## config.mk

```make
export PLATFORM = sky130hd
export DESIGN_NAME = ami_pin_iface
export DESIGN_NICKNAME = d
export VERILOG_FILES = /design/src/rtl/ami_pkg.sv /design/src/rtl/ami_pin_iface.sv
export SDC_FILE = /design/constraint.sdc
export NUM_CORES = 1
export LEC_CHECK = 0
export ABC_CLOCK_PERIOD_IN_PS = 15200
export BUFFER_PORTS_ARGS = -buffer_cell sky130_fd_sc_hd__buf_2
export CORE_UTILIZATION = 40
export CTS_BUF_LIST = sky130_fd_sc_hd__clkbuf_2 sky130_fd_sc_hd__clkbuf_4 sky130_fd_sc_hd__clkbuf_8
export DETAILED_ROUTE_END_ITERATION = 7
export PLACE_DENSITY = 0.68
export SYNTH_ARGS = -nofsm -noshare
export SYNTH_HDL_FRONTEND = slang
export SYNTH_SLANG_ARGS = --single-unit
```

## constraint.sdc

```tcl
create_clock -name CLOCK_I -period 15.2 [get_ports CLOCK_I]
set_input_delay 3.04 -clock CLOCK_I [delete_from_list [all_inputs] [get_ports CLOCK_I]]
set_output_delay 3.04 -clock CLOCK_I [all_outputs]
set_load 0.05 [all_outputs]
```

## src/rtl/ami_pkg.sv

```systemverilog
// Summary of operation
// Address pins carry the external access address, or serve as flag lines 15 to 8 or as pulse-width outputs.
// After reset every address pin is in external memory mode and flag pins 0 to 3 are flags.
// When the parallel input configuration selects it, input channel 0 samples address pins 23 to 4.
// The 16-bit data bus serves as bidirectional memory data or as flag lines 7 to 0.
// An access is not completed while the acknowledge input is held low by the external device.
// Bank selects 0 and 1 are active low chip selects of their external banks.
// Bank selects are decoded from the access address and change together with the address.
// Bank selects are inactive when no access runs, and a true conditional access still asserts them.
// Bank select 1 also selects the boot device in external port boot mode.
// The read strobe is asserted on every word read from external memory.
// The write strobe is asserted on every word write to external memory.
// Flag pin 2 can serve as flag, interrupt request 2 input, or bank select 2 in the large package.
// Flag pin 3 can serve as flag, timer expired output, or bank select 3 in the large package.
// Strobes are active low, never together, and only while a bank select is active.
package ami_pkg;
    localparam int ADDR_W = 24;
    localparam int DATA_W = 16;
    localparam int BANK_W = 4;
    localparam int BANK_LSB = 22;
    localparam int PWM_W = 8;
    localparam int IDP_LSB = 4;
    localparam int IDP_W = 20;
    localparam int FLAG_HI_LSB = 8;
    localparam int FLAG_W = 16;
    localparam logic [1:0] ADDR_MODE_EXT_MEMORY_IFACE_MODE = 2'h0;
    localparam logic [1:0] ADDR_MODE_FLAG = 2'h1;
    localparam logic [1:0] ADDR_MODE_PWM = 2'h2;
    localparam logic [1:0] PIN_MODE_FLAG = 2'h0;
    localparam logic [1:0] PIN_MODE_ALT = 2'h1;
    localparam logic [1:0] PIN_MODE_BANK = 2'h2;

    typedef enum logic [1:0] {
        AMI_IDLE = 2'b00,
        AMI_STROBE = 2'b01,
        AMI_DONE = 2'b10
    } ami_state_type;

    typedef struct packed {
        logic valid;
        logic write;
        logic [ADDR_W-1:0] addr;
        logic [DATA_W-1:0] wdata;
    } ami_req_type;

    typedef struct packed {
        logic [1:0] addr_mode;
        logic data_flag_mode;
        logic idp_enable;
        logic boot_external_port_boot;
        logic [1:0] pin2_mode;
        logic [1:0] pin3_mode;
        logic large_package;
    } ami_cfg_type;
endpackage : ami_pkg

```

## src/rtl/ami_pin_iface.sv

```systemverilog
`timescale 1ns/1ns
module ami_pin_iface
    import ami_pkg::*;
(
    // Clock and reset
    input wire logic CLOCK_I,
    input wire logic RESETN_I,
    // Core side
    input wire ami_req_type REQ_I,
    output logic REQ_READY_O,
    output logic RDATA_VALID_O,
    output logic [DATA_W-1:0] RDATA_O,
    input wire ami_cfg_type CFG_I,
    input wire logic [FLAG_W-1:0] FLAG_OUT_I,
    input wire logic [FLAG_W-1:0] FLAG_OE_I,
    output logic [FLAG_W-1:0] FLAG_IN_O,
    input wire logic [PWM_W-1:0] PWM_I,
    input wire logic TIMER_EXPIRED_I,
    output logic IRQ2_O,
    output logic IDP_VALID_O,
    output logic [IDP_W-1:0] IDP_DATA_O,
    // Pins
    output logic [ADDR_W-1:0] ADDR_O,
    output logic [ADDR_W-1:0] ADDR_OE_N_O,
    input wire logic [ADDR_W-1:0] ADDR_I,
    output logic [DATA_W-1:0] DATA_O,
    output logic [DATA_W-1:0] DATA_OE_N_O,
    input wire logic [DATA_W-1:0] DATA_I,
    input wire logic MEM_ACKNOWLEDGE_IN_I,
    output logic [1:0] BANK_SELECT_N_O,
    output logic READ_STROBE_N_O,
    output logic WRITE_STROBE_N_O,
    output logic FLAG_PIN_TWO_O,
    output logic FLAG_PIN_TWO_OE_N_O,
    input wire logic FLAG_PIN_TWO_I,
    output logic FLAG_PIN_THREE_O,
    output logic FLAG_PIN_THREE_OE_N_O,
    input wire logic FLAG_PIN_THREE_I
);
    logic [1:0] rst_sync;
    logic rst_n;
    always_ff @(posedge CLOCK_I or negedge RESETN_I) begin
        if (!RESETN_I) begin
            rst_sync <= 2'h0;
        end else begin
            rst_sync <= {rst_sync[0], 1'h1};
        end
    end
    assign rst_n = rst_sync[1];

    // Pin inputs pass two flops before use; stage one feeds only stage two.
    localparam int SYNC_W = ADDR_W + DATA_W + 3;
    logic [SYNC_W-1:0] sync_a;
    logic [SYNC_W-1:0] sync_b;
    always_ff @(posedge CLOCK_I or negedge rst_n) begin
        if (!rst_n) begin
            sync_a <= '1;
            sync_b <= '1;
        end else begin
            sync_a <= {ADDR_I, DATA_I, MEM_ACKNOWLEDGE_IN_I, FLAG_PIN_TWO_I, FLAG_PIN_THREE_I};
            sync_b <= sync_a;
        end
    end
    logic [ADDR_W-1:0] addr_s;
    logic [DATA_W-1:0] data_s;
    logic ack_s;
    logic pin2_s;
    logic pin3_s;
    assign {addr_s, data_s, ack_s, pin2_s, pin3_s} = sync_b;

    ami_state_type state;
    ami_state_type next_state;
    logic [ADDR_W-1:0] addr;
    logic [ADDR_W-1:0] next_addr;
    logic [DATA_W-1:0] wdata;
    logic [DATA_W-1:0] next_wdata;
    logic write;
    logic next_write;
    logic [DATA_W-1:0] rdata;
    logic [DATA_W-1:0] next_rdata;
    logic rvalid;
    logic next_rvalid;
    logic [BANK_W-1:0] bank_n;
    logic [BANK_W-1:0] next_bank_n;
    logic rd_n;
    logic next_rd_n;
    logic wr_n;
    logic next_wr_n;
    logic idp_valid;
    logic next_idp_valid;
    logic [IDP_W-1:0] idp_data;
    logic [IDP_W-1:0] next_idp_data;
    // Acknowledge and read data reach the state machine three edges after the pins move,
    // so the strobe is held that long before the acknowledge is trusted.
    localparam logic [1:0] ACK_SETTLE = 2'h2;
    logic [1:0] settle;
    logic [1:0] next_settle;

    always_comb begin
        next_state = state;
        next_addr = addr;
        next_wdata = wdata;
        next_write = write;
        next_rdata = rdata;
        next_rvalid = 1'h0;
        next_bank_n = bank_n;
        next_rd_n = rd_n;
        next_wr_n = wr_n;
        next_settle = settle;
        case (state)
            AMI_IDLE: begin
                // A conditional access that passes arrives here as a valid request.
                if (REQ_I.valid) begin
                    next_addr = REQ_I.addr;
                    next_wdata = REQ_I.wdata;
                    next_write = REQ_I.write;
                    next_bank_n = '1;
                    // One-hot decode of the top address bits, loaded with the address.
                    next_bank_n[REQ_I.addr[BANK_LSB +: 2]] = 1'h0;
                    if (CFG_I.boot_external_port_boot) begin
                        next_bank_n = 4'hD;
                    end
                    next_rd_n = REQ_I.write;
                    next_wr_n = !REQ_I.write;
                    next_settle = '0;
                    next_state = AMI_STROBE;
                end
            end
            AMI_STROBE: begin
                // The synchronised acknowledge is only trusted once it reflects the pins
                // under the strobe; from then on the strobe is held while it is low.
                if (settle != ACK_SETTLE) begin
                    next_settle = settle + 2'h1;
                end else if (ack_s) begin
                    next_rdata = data_s;
                    next_rvalid = !write;
                    next_rd_n = 1'h1;
                    next_wr_n = 1'h1;
                    next_state = AMI_DONE;
                end
            end
            AMI_DONE: begin
                // Selects drop one cycle after the strobes so strobes sit inside selects.
                next_bank_n = '1;
                next_state = AMI_IDLE;
            end
            default: begin
                next_bank_n = '1;
                next_rd_n = 1'h1;
                next_wr_n = 1'h1;
                next_state = AMI_IDLE;
            end
        endcase
    end

    always_comb begin
        next_idp_valid = CFG_I.idp_enable;
        next_idp_data = CFG_I.idp_enable ? addr_s[IDP_LSB +: IDP_W] : idp_data;
    end

    always_ff @(posedge CLOCK_I or negedge rst_n) begin
        if (!rst_n) begin
            state <= AMI_IDLE;
            addr <= '0;
            wdata <= '0;
            write <= 1'h0;
            rdata <= '0;
            rvalid <= 1'h0;
            bank_n <= '1;
            rd_n <= 1'h1;
            wr_n <= 1'h1;
            idp_valid <= 1'h0;
            idp_data <= '0;
            settle <= '0;
        end else begin
            state <= next_state;
            addr <= next_addr;
            wdata <= next_wdata;
            write <= next_write;
            rdata <= next_rdata;
            rvalid <= next_rvalid;
            bank_n <= next_bank_n;
            rd_n <= next_rd_n;
            wr_n <= next_wr_n;
            idp_valid <= next_idp_valid;
            idp_data <= next_idp_data;
            settle <= next_settle;
        end
    end

    logic in_access;
    assign in_access = (state != AMI_IDLE);
    assign REQ_READY_O = (state == AMI_IDLE);
    assign RDATA_VALID_O = rvalid;
    assign RDATA_O = rdata;
    assign IDP_VALID_O = idp_valid;
    assign IDP_DATA_O = idp_data;
    assign BANK_SELECT_N_O = bank_n[1:0];
    assign READ_STROBE_N_O = rd_n;
    assign WRITE_STROBE_N_O = wr_n;

    // Address pins; the mode config resets to memory mode in the core. The input channel
    // takes the pins as inputs, so it releases the drive of every pin but flag lines 15 to 8 in flag mode.
    always_comb begin
        ADDR_O = addr;
        ADDR_OE_N_O = CFG_I.idp_enable ? '1 : '0;
        case (CFG_I.addr_mode)
            ADDR_MODE_FLAG: begin
                ADDR_O[FLAG_HI_LSB +: 8] = FLAG_OUT_I[FLAG_HI_LSB +: 8];
                ADDR_OE_N_O[FLAG_HI_LSB +: 8] = ~FLAG_OE_I[FLAG_HI_LSB +: 8];
            end
            ADDR_MODE_PWM: begin
                ADDR_O[PWM_W-1:0] = PWM_I;
            end
            default: begin
            end
        endcase
    end

    // Data bus drives during a write access in memory mode, and on enabled flag lines 7 to 0 in flag mode.
    always_comb begin
        if (CFG_I.data_flag_mode) begin
            DATA_O = {8'h00, FLAG_OUT_I[7:0]};
            DATA_OE_N_O = {8'hFF, ~FLAG_OE_I[7:0]};
        end else begin
            DATA_O = wdata;
            DATA_OE_N_O = (in_access && write) ? '0 : '1;
        end
    end

    always_comb begin
        FLAG_IN_O = {addr_s[FLAG_HI_LSB +: 8], data_s[7:0]};
        FLAG_IN_O[2] = pin2_s;
        FLAG_IN_O[3] = pin3_s;
        IRQ2_O = (CFG_I.pin2_mode == PIN_MODE_ALT) && !pin2_s;
        FLAG_PIN_TWO_O = FLAG_OUT_I[2];
        FLAG_PIN_TWO_OE_N_O = !FLAG_OE_I[2];
        FLAG_PIN_THREE_O = FLAG_OUT_I[3];
        FLAG_PIN_THREE_OE_N_O = !FLAG_OE_I[3];
        if (CFG_I.pin2_mode == PIN_MODE_ALT) begin
            FLAG_PIN_TWO_OE_N_O = 1'h1;
        end else if (CFG_I.pin2_mode == PIN_MODE_BANK && CFG_I.large_package) begin
            FLAG_PIN_TWO_O = bank_n[2];
            FLAG_PIN_TWO_OE_N_O = 1'h0;
        end
        if (CFG_I.pin3_mode == PIN_MODE_ALT) begin
            FLAG_PIN_THREE_O = TIMER_EXPIRED_I;
            FLAG_PIN_THREE_OE_N_O = 1'h0;
        end else if (CFG_I.pin3_mode == PIN_MODE_BANK && CFG_I.large_package) begin
            FLAG_PIN_THREE_O = bank_n[3];
            FLAG_PIN_THREE_OE_N_O = 1'h0;
        end
    end
endmodule : ami_pin_iface

```

==> results.yml, run 1 <==
sta:
  worst_slew_pin_slew_ns: 1.09
  min_period_ns: 7.46
  setup_viol: 0
  hold_viol: 0
  relSlewSlack_pct: 27.3
  report.final.slew_viol_count: 0
  whs_ns: 0.287
  fin_ws_ns: 7.74
  finClkSkew_ns: 0.0115
  timing.final.crit_share_pct: 49.1
  tns_ns: 0
  timing.fmax_ghz: 0.134
  rsz0062_at_grt: "false"
yosys:
  yosys.area.top_type_share_pct: 34.0
  yosysSeqAreaShare_pct: 66.8
  ys_warn_count: 0
  syn_inst: 418
  synth_edf_count: 0
  synthFlopType: "dfrtp_1"
  async_flop_share_pct: 100
  syn_area_mm2: 0.00649
  synth_area_leaders: "dfstp_2, dfrtp_1, mux2_2"
  ys_top_cells_by_count: "mux2_2, dfrtp_1, dfstp_2"
  synth_cell_types: 32
  yosysMostFrequentCell: "mux2_2"
  avgSynthCellArea_um2: 15.5
  ys_ff_latch: 169
  synth_top_area_cell: "dfstp_2"
  synth_nets: 557
min_path:
  worstHoldPathType: "reg2async"
power_and_ir_drop:
  total_power_mw: 1.61
  powerDensity_mw_per_mm2: 198
  peakVddDrop_uv: 103
  p_leak_nw: 3.84
routing:
  dr_wl_met2_um: 7120
  met1_length_um: 4910
  vias: 3946
  routed_wl_um: 13100
  drc: 0
  highest_layer: "met4"
  wire_per_inst_um: 14.8
  drt_iter0_markers: 122
  wl_met3_um: 861
  first_pass_iters: 4
  ant_nets: 0
  viasPerCell: 4.47
global_routing:
  antenna_found_initial: 0
  grt_util_all_layers_pct: 15.4
  grt_remaining_overflow: 0
  grt_pass1_wl_um: 18900
  grt_max_degree: 81
  first_global_vias: 3874
setup_path:
  crit_top_cell: "buf_2"
  slowest_stage: "nor3b_2"
  critPathMaxFanout: 25
  cp-start-kind: "input pin"
  worstPathRequired_ns: 12.16
  max_stage_delay_ns: 0.57
  endpoint: "DATA_OE_N_O[9]"
  cp_num_cells: 4
  worstSetupPathType: "in2out"
  r2r-start: "state[0]$_DFFE_PN0P_"
  path_buf_inv: 3
  critPathLaunch: "CFG_I[7]"
  critPathCaptureType: "output port"
  r2r_setup_slack_ns: 12.73
  critPathTopFamily: "buffers and inverters"
  arrival_ns: 4.42
  r2r-end: "addr[16]$_DFFE_PN0P_"
  ff2ff_path_depth: 3
  cp_cell_sequence: "buf_2, nor3b_2, inv_1, buf_2"
clocking:
  cts_buffers: 17
  cts.clk_slew.worst_paths_ns: 0.09
  worstSkewPairLatency_ns: 0.44
  post_cts_resized: 0
  root_buffer: "clkbuf_8"
  cts_hold_buf: 0
  clock_sinks: 169
  tritoncts: "done"
  h-tree-depth: 4
  post_cts_buffers: 0
  clk_path_buf_depth: 2
finish:
  fin_cells: 882
  drive_above_1_share_pct: 76.1
  syn_to_final_growth_pct: 25.1
  design_area_mm2: 0.00812
  nets: 791
  fin_util_pct: 51.1
place:
  placed_cell_area_mm2: 0.00769
  dp_hpwl_um: 9730
  port_buffers: 277
  finalWeightedCongestion: 0.734
  post-place-cells: 849
  pre_cts_ws_ns: 7.78
floorplan:
  core_region_area_mm2: 0.0159
  std_cell_rows: 46
  dieArea_mm2: 0.0167
  dieWidth_um: 129
  initial_core_util_pct: 40.9
  pin_count: 282
  die-height_um: 129
flow_run:
  cap_violations: 0
status:
  status: "finished, final reports clean"
==> metal layers <==
layer | GRT usage [%] | vias up
met2 | 28.5 | 160
met3 | 4.95 | 16
li1 | - | 1830
met5 | 0 | -
met4 | 6.51 | 0
met1 | 15.8 | 1940
==> final cells by class <==
| cell class | instances | area (µm²) |
|---|---|---|
| multi-input combinational | 176 | 1640 |
| tap | 216 | 270 |
| inverter | 7 | 26.3 |
| sequential | 169 | 4340 |
| clock inverter | 13 | 170 |
| timing repair buffer | 281 | 1420 |
| fill | 1413 | 7760 |
| antenna | 1 | 2.50 |
| clock buffer | 19 | 262 |
==> logic make-up after synthesis <==
family	synth area share [%]
DFF	66.8
muxes	18.2
buffers and inverters	8.11
and+or+nand+nor	3.68
AOI/OAI and AO/OA	3.03
adders and majority gates	0.193
other	0.0578
==> registers in the layout, indices dropped and copies added (netlist names), 2 cells and up <==
signal,count
sync_b,39
settle,2
sync_a,39
IDP_DATA_O,20
bank_n,4
rst_sync,2
state,2
addr,24
RDATA_O,16
wdata,16
==> where the power goes <==
| group | switching [mW] | internal, mW | total (mW) |
|---|---|---|---|
| clock network | 0.171 | 0.163 | 0.334 |
| registers | 0.0570 | 0.566 | 0.623 |
| logic | 0.459 | 0.193 | 0.653 |
==> cells in the final DEF (no fill, tap or decap), drive strengths merged <==
cell and count:
a31oi 1, nand4b 1, dfrtp 85, clkbuf 19, bufinv 2, a21oi 18, a2bb2oi 2, nor3 6
nand2b 2, o22a 2, a211oi 3, mux2 103, o21ai 4, ha 1, nor2b 11, a21o 1
o21bai 2, dfstp 84, diode 1, clkinvlp 1, nor3b 3, inv 16, nand2 5, clkinv 1
conb 1, buf 281, mux2i 2, nor2 6, nand3b 2
==> worst min path at each step <==
stage	start	to	slack [ns]	depth (start not counted)
after global routing	rst_sync[1]$_DFF_PN0_	RDATA_O[0]$_DFFE_PN0P_	0.35	0
after CTS	rst_sync[1]$_DFF_PN0_	RDATA_O[12]$_DFFE_PN0P_	0.32	0
after global placement	rst_sync[1]$_DFF_PN0_	RDATA_O[0]$_DFFE_PN0P_	0.30	0
final	rst_sync[1]$_DFF_PN0_	RDATA_O[0]$_DFFE_PN0P_	0.29	0
after floorplan	rst_sync[0]$_DFF_PN0_	rst_sync[1]$_DFF_PN0_	0.33	0
after detailed placement	rst_sync[1]$_DFF_PN0_	RDATA_O[0]$_DFFE_PN0P_	0.31	0
Note: power is estimated with default switching activity, not from simulation.
==> inputs of run 2 (changes only) <==
--- a/config.mk
+++ b/config.mk
@@ -5,12 +5,12 @@
 export SDC_FILE = /design/constraint.sdc
 export NUM_CORES = 1
 export LEC_CHECK = 0
-export ABC_CLOCK_PERIOD_IN_PS = 15200
+export ABC_CLOCK_PERIOD_IN_PS = 6400
 export BUFFER_PORTS_ARGS = -buffer_cell sky130_fd_sc_hd__buf_2
 export CORE_UTILIZATION = 40
 export CTS_BUF_LIST = sky130_fd_sc_hd__clkbuf_2 sky130_fd_sc_hd__clkbuf_4 sky130_fd_sc_hd__clkbuf_8
 export DETAILED_ROUTE_END_ITERATION = 7
-export PLACE_DENSITY = 0.68
+export PLACE_DENSITY = 0.71
 export SYNTH_ARGS = -nofsm -noshare
 export SYNTH_HDL_FRONTEND = slang
 export SYNTH_SLANG_ARGS = --single-unit
==> constraint.sdc (replaced) <==
create_clock -name CLOCK_I -period 6.4 [get_ports CLOCK_I]
set_input_delay 1.28 -clock CLOCK_I [delete_from_list [all_inputs] [get_ports CLOCK_I]]
set_output_delay 1.28 -clock CLOCK_I [all_outputs]
set_load 0.05 [all_outputs]
==> results.yml, run 2 (synthesis gave the netlist of run 1 again) <==
finish:
  drive_above_1_share_pct: 76.1
  syn_to_final_growth_pct: 25.0
  design_area_mm2: 0.00811
  fin_util_pct: 51.1
  final_cell_mix: "buf_2, mux2_2, dfrtp_1, dfstp_2, a21oi_1"
  nets: 790
  diodes: 0
  final_common_cell: "buf_2"
  fin_cells: 880
  reg_top3: "sync_a x39, sync_b x39, addr x24"
setup_path:
  critPathCaptureType: "output port"
  r2r-start: "state[0]$_DFFE_PN0P_"
  crit_top_cell: "buf_2"
  critPathTopFamily: "buffers and inverters"
  cp_num_cells: 4
  slowest_stage: "nor3b_2"
  critPathMaxFanout: 25
  worstPathRequired_ns: 5.12
  cp-start-kind: "input pin"
  cp_cell_sequence: "buf_2, nor3b_2, inv_1, buf_2"
  worstSetupPathType: "in2out"
  max_stage_delay_ns: 0.63
  r2r_setup_slack_ns: 4.27
  arrival_ns: 2.70
  ff2ff_path_depth: 3
  path_buf_inv: 3
  r2r-end: "addr[11]$_DFFE_PN0P_"
floorplan:
  std_cell_rows: 46
  die-height_um: 129
  core_region_area_mm2: 0.0159
  pin_count: 282
  dieWidth_um: 129
  dieArea_mm2: 0.0167
  initial_core_util_pct: 40.9
sta:
  worst_slew_pin_slew_ns: 1.04
  whs_ns: 0.359
  setup_viol: 0
  min_period_ns: 3.98
  finClkSkew_ns: 0.0125
  tns_ns: 0
  timing.final.crit_share_pct: 62.2
  timing.fmax_ghz: 0.251
  rsz0062_at_grt: "false"
  relSlewSlack_pct: 30.6
  hold_viol: 0
  report.final.slew_viol_count: 0
global_routing:
  grt_max_degree: 90
  grt_remaining_overflow: 0
  first_global_vias: 3907
  antenna_found_initial: 0
  grt_util_all_layers_pct: 15.5
  grt_pass1_wl_um: 19500
routing:
  drt_iter0_markers: 131
  met1_length_um: 5210
  routed_wl_um: 13100
  drc: 0
  vias: 3963
  first_pass_iters: 4
  wl_met3_um: 926
  viasPerCell: 4.50
  wire_per_inst_um: 14.9
  highest_layer: "met4"
  ant_nets: 0
  dr_wl_met2_um: 6750
clocking:
  clock_sinks: 169
  post_cts_buffers: 0
  cts.clk_slew.worst_paths_ns: 0.09
  cts_buffers: 17
  tritoncts: "done"
  cts_hold_buf: 0
  worstSkewPairLatency_ns: 0.45
  root_buffer: "clkbuf_8"
  post_cts_resized: 0
  clk_path_buf_depth: 2
  h-tree-depth: 4
place:
  dp_hpwl_um: 9500
  port_buffers: 277
  post-place-cells: 848
  placed_cell_area_mm2: 0.00768
  finalWeightedCongestion: 0.720
power_and_ir_drop:
  powerDensity_mw_per_mm2: 470
  p_int_mw: 2.14
  power.switching_mw: 1.67
  p_leak_nw: 3.84
  combPwrFrac_pct: 40.5
  switching_share_pct: 43.8
  pwr-share-clk_pct: 20.4
  peakVddDrop_uv: 251
  seqPwrFrac_pct: 39.1
min_path:
  hp-start: "sync_a[28]$_DFF_PN1_"
  holdPathStages: 0
  worstHoldPathType: "reg2reg"
  min_to: "sync_b[28]$_DFF_PN1_"
status:
  status: "finished, final reports clean"
flow_run:
  cap_violations: 0
==> run 2: cell types whose count changed in the layout (fill, tap and decap cells not counted), sizes merged <==
cell,previous run,this run
buf,281,280
bufinv,2,1
clkbuf,19,17
clkinv,1,7
clkinvlp,1,0
diode,1,0
inv,16,14
==> run 2: worst max-delay path by stage <==
stage | startpoint | to
floorplan | rst_sync[1]$_DFF_PN0_ | IDP_DATA_O[0]$_DFFE_PN0P_
global placement | CFG_I[7] | DATA_OE_N_O[9]
detailed placement | CFG_I[7] | DATA_OE_N_O[15]
CTS | CFG_I[7] | DATA_OE_N_O[15]
global route | CFG_I[7] | DATA_OE_N_O[12]
finish | CFG_I[7] | DATA_OE_N_O[15]
==> run 2: area by class of cell <==
cell class	instances	area, µm²
clock buffers	17	234
clock inverters	15	199
fillers	1440	7770
inverters	7	26.3
multi-input cells	176	1640
flip-flops and latches	169	4340
well taps	216	270
repair buffers	280	1410
==> run 2: power groups by stage <==
stage | Clock (mW) | Combinational (mW) | Sequential, mW
floorplan | 0 | 1.08 | 1.71
global placement | 0 | 1.53 | 1.49
detailed placement | 0 | 1.56 | 1.51
CTS | 0.809 | 1.56 | 1.50
global route | 0.847 | 1.63 | 1.53
finish | 0.777 | 1.54 | 1.49
==> run 2: worst register-to-register path, cell delays in order (launching register included) <==
cell     delay, ns
dfrtp_1       0.54
nor3b_4       0.50
buf_4         0.56
mux2_2        0.42
==> run 2: layer usage <==
metal	up-vias	track usage [%]
met5	-	0
met4	0	6.44
met3	15	5.41
met2	153	26.6
met1	1952	17.5
li1	1843	-
==> run 2: stage by stage <==
step	setup slack [ns]	power [mW]
2_1_floorplan	1.49	2.79
3_3_place_gp	2.50	3.02
3_5_place_dp	2.41	3.07
4_1_cts	2.41	3.87
5_1_grt	2.27	4.00
6_report	2.42	3.81
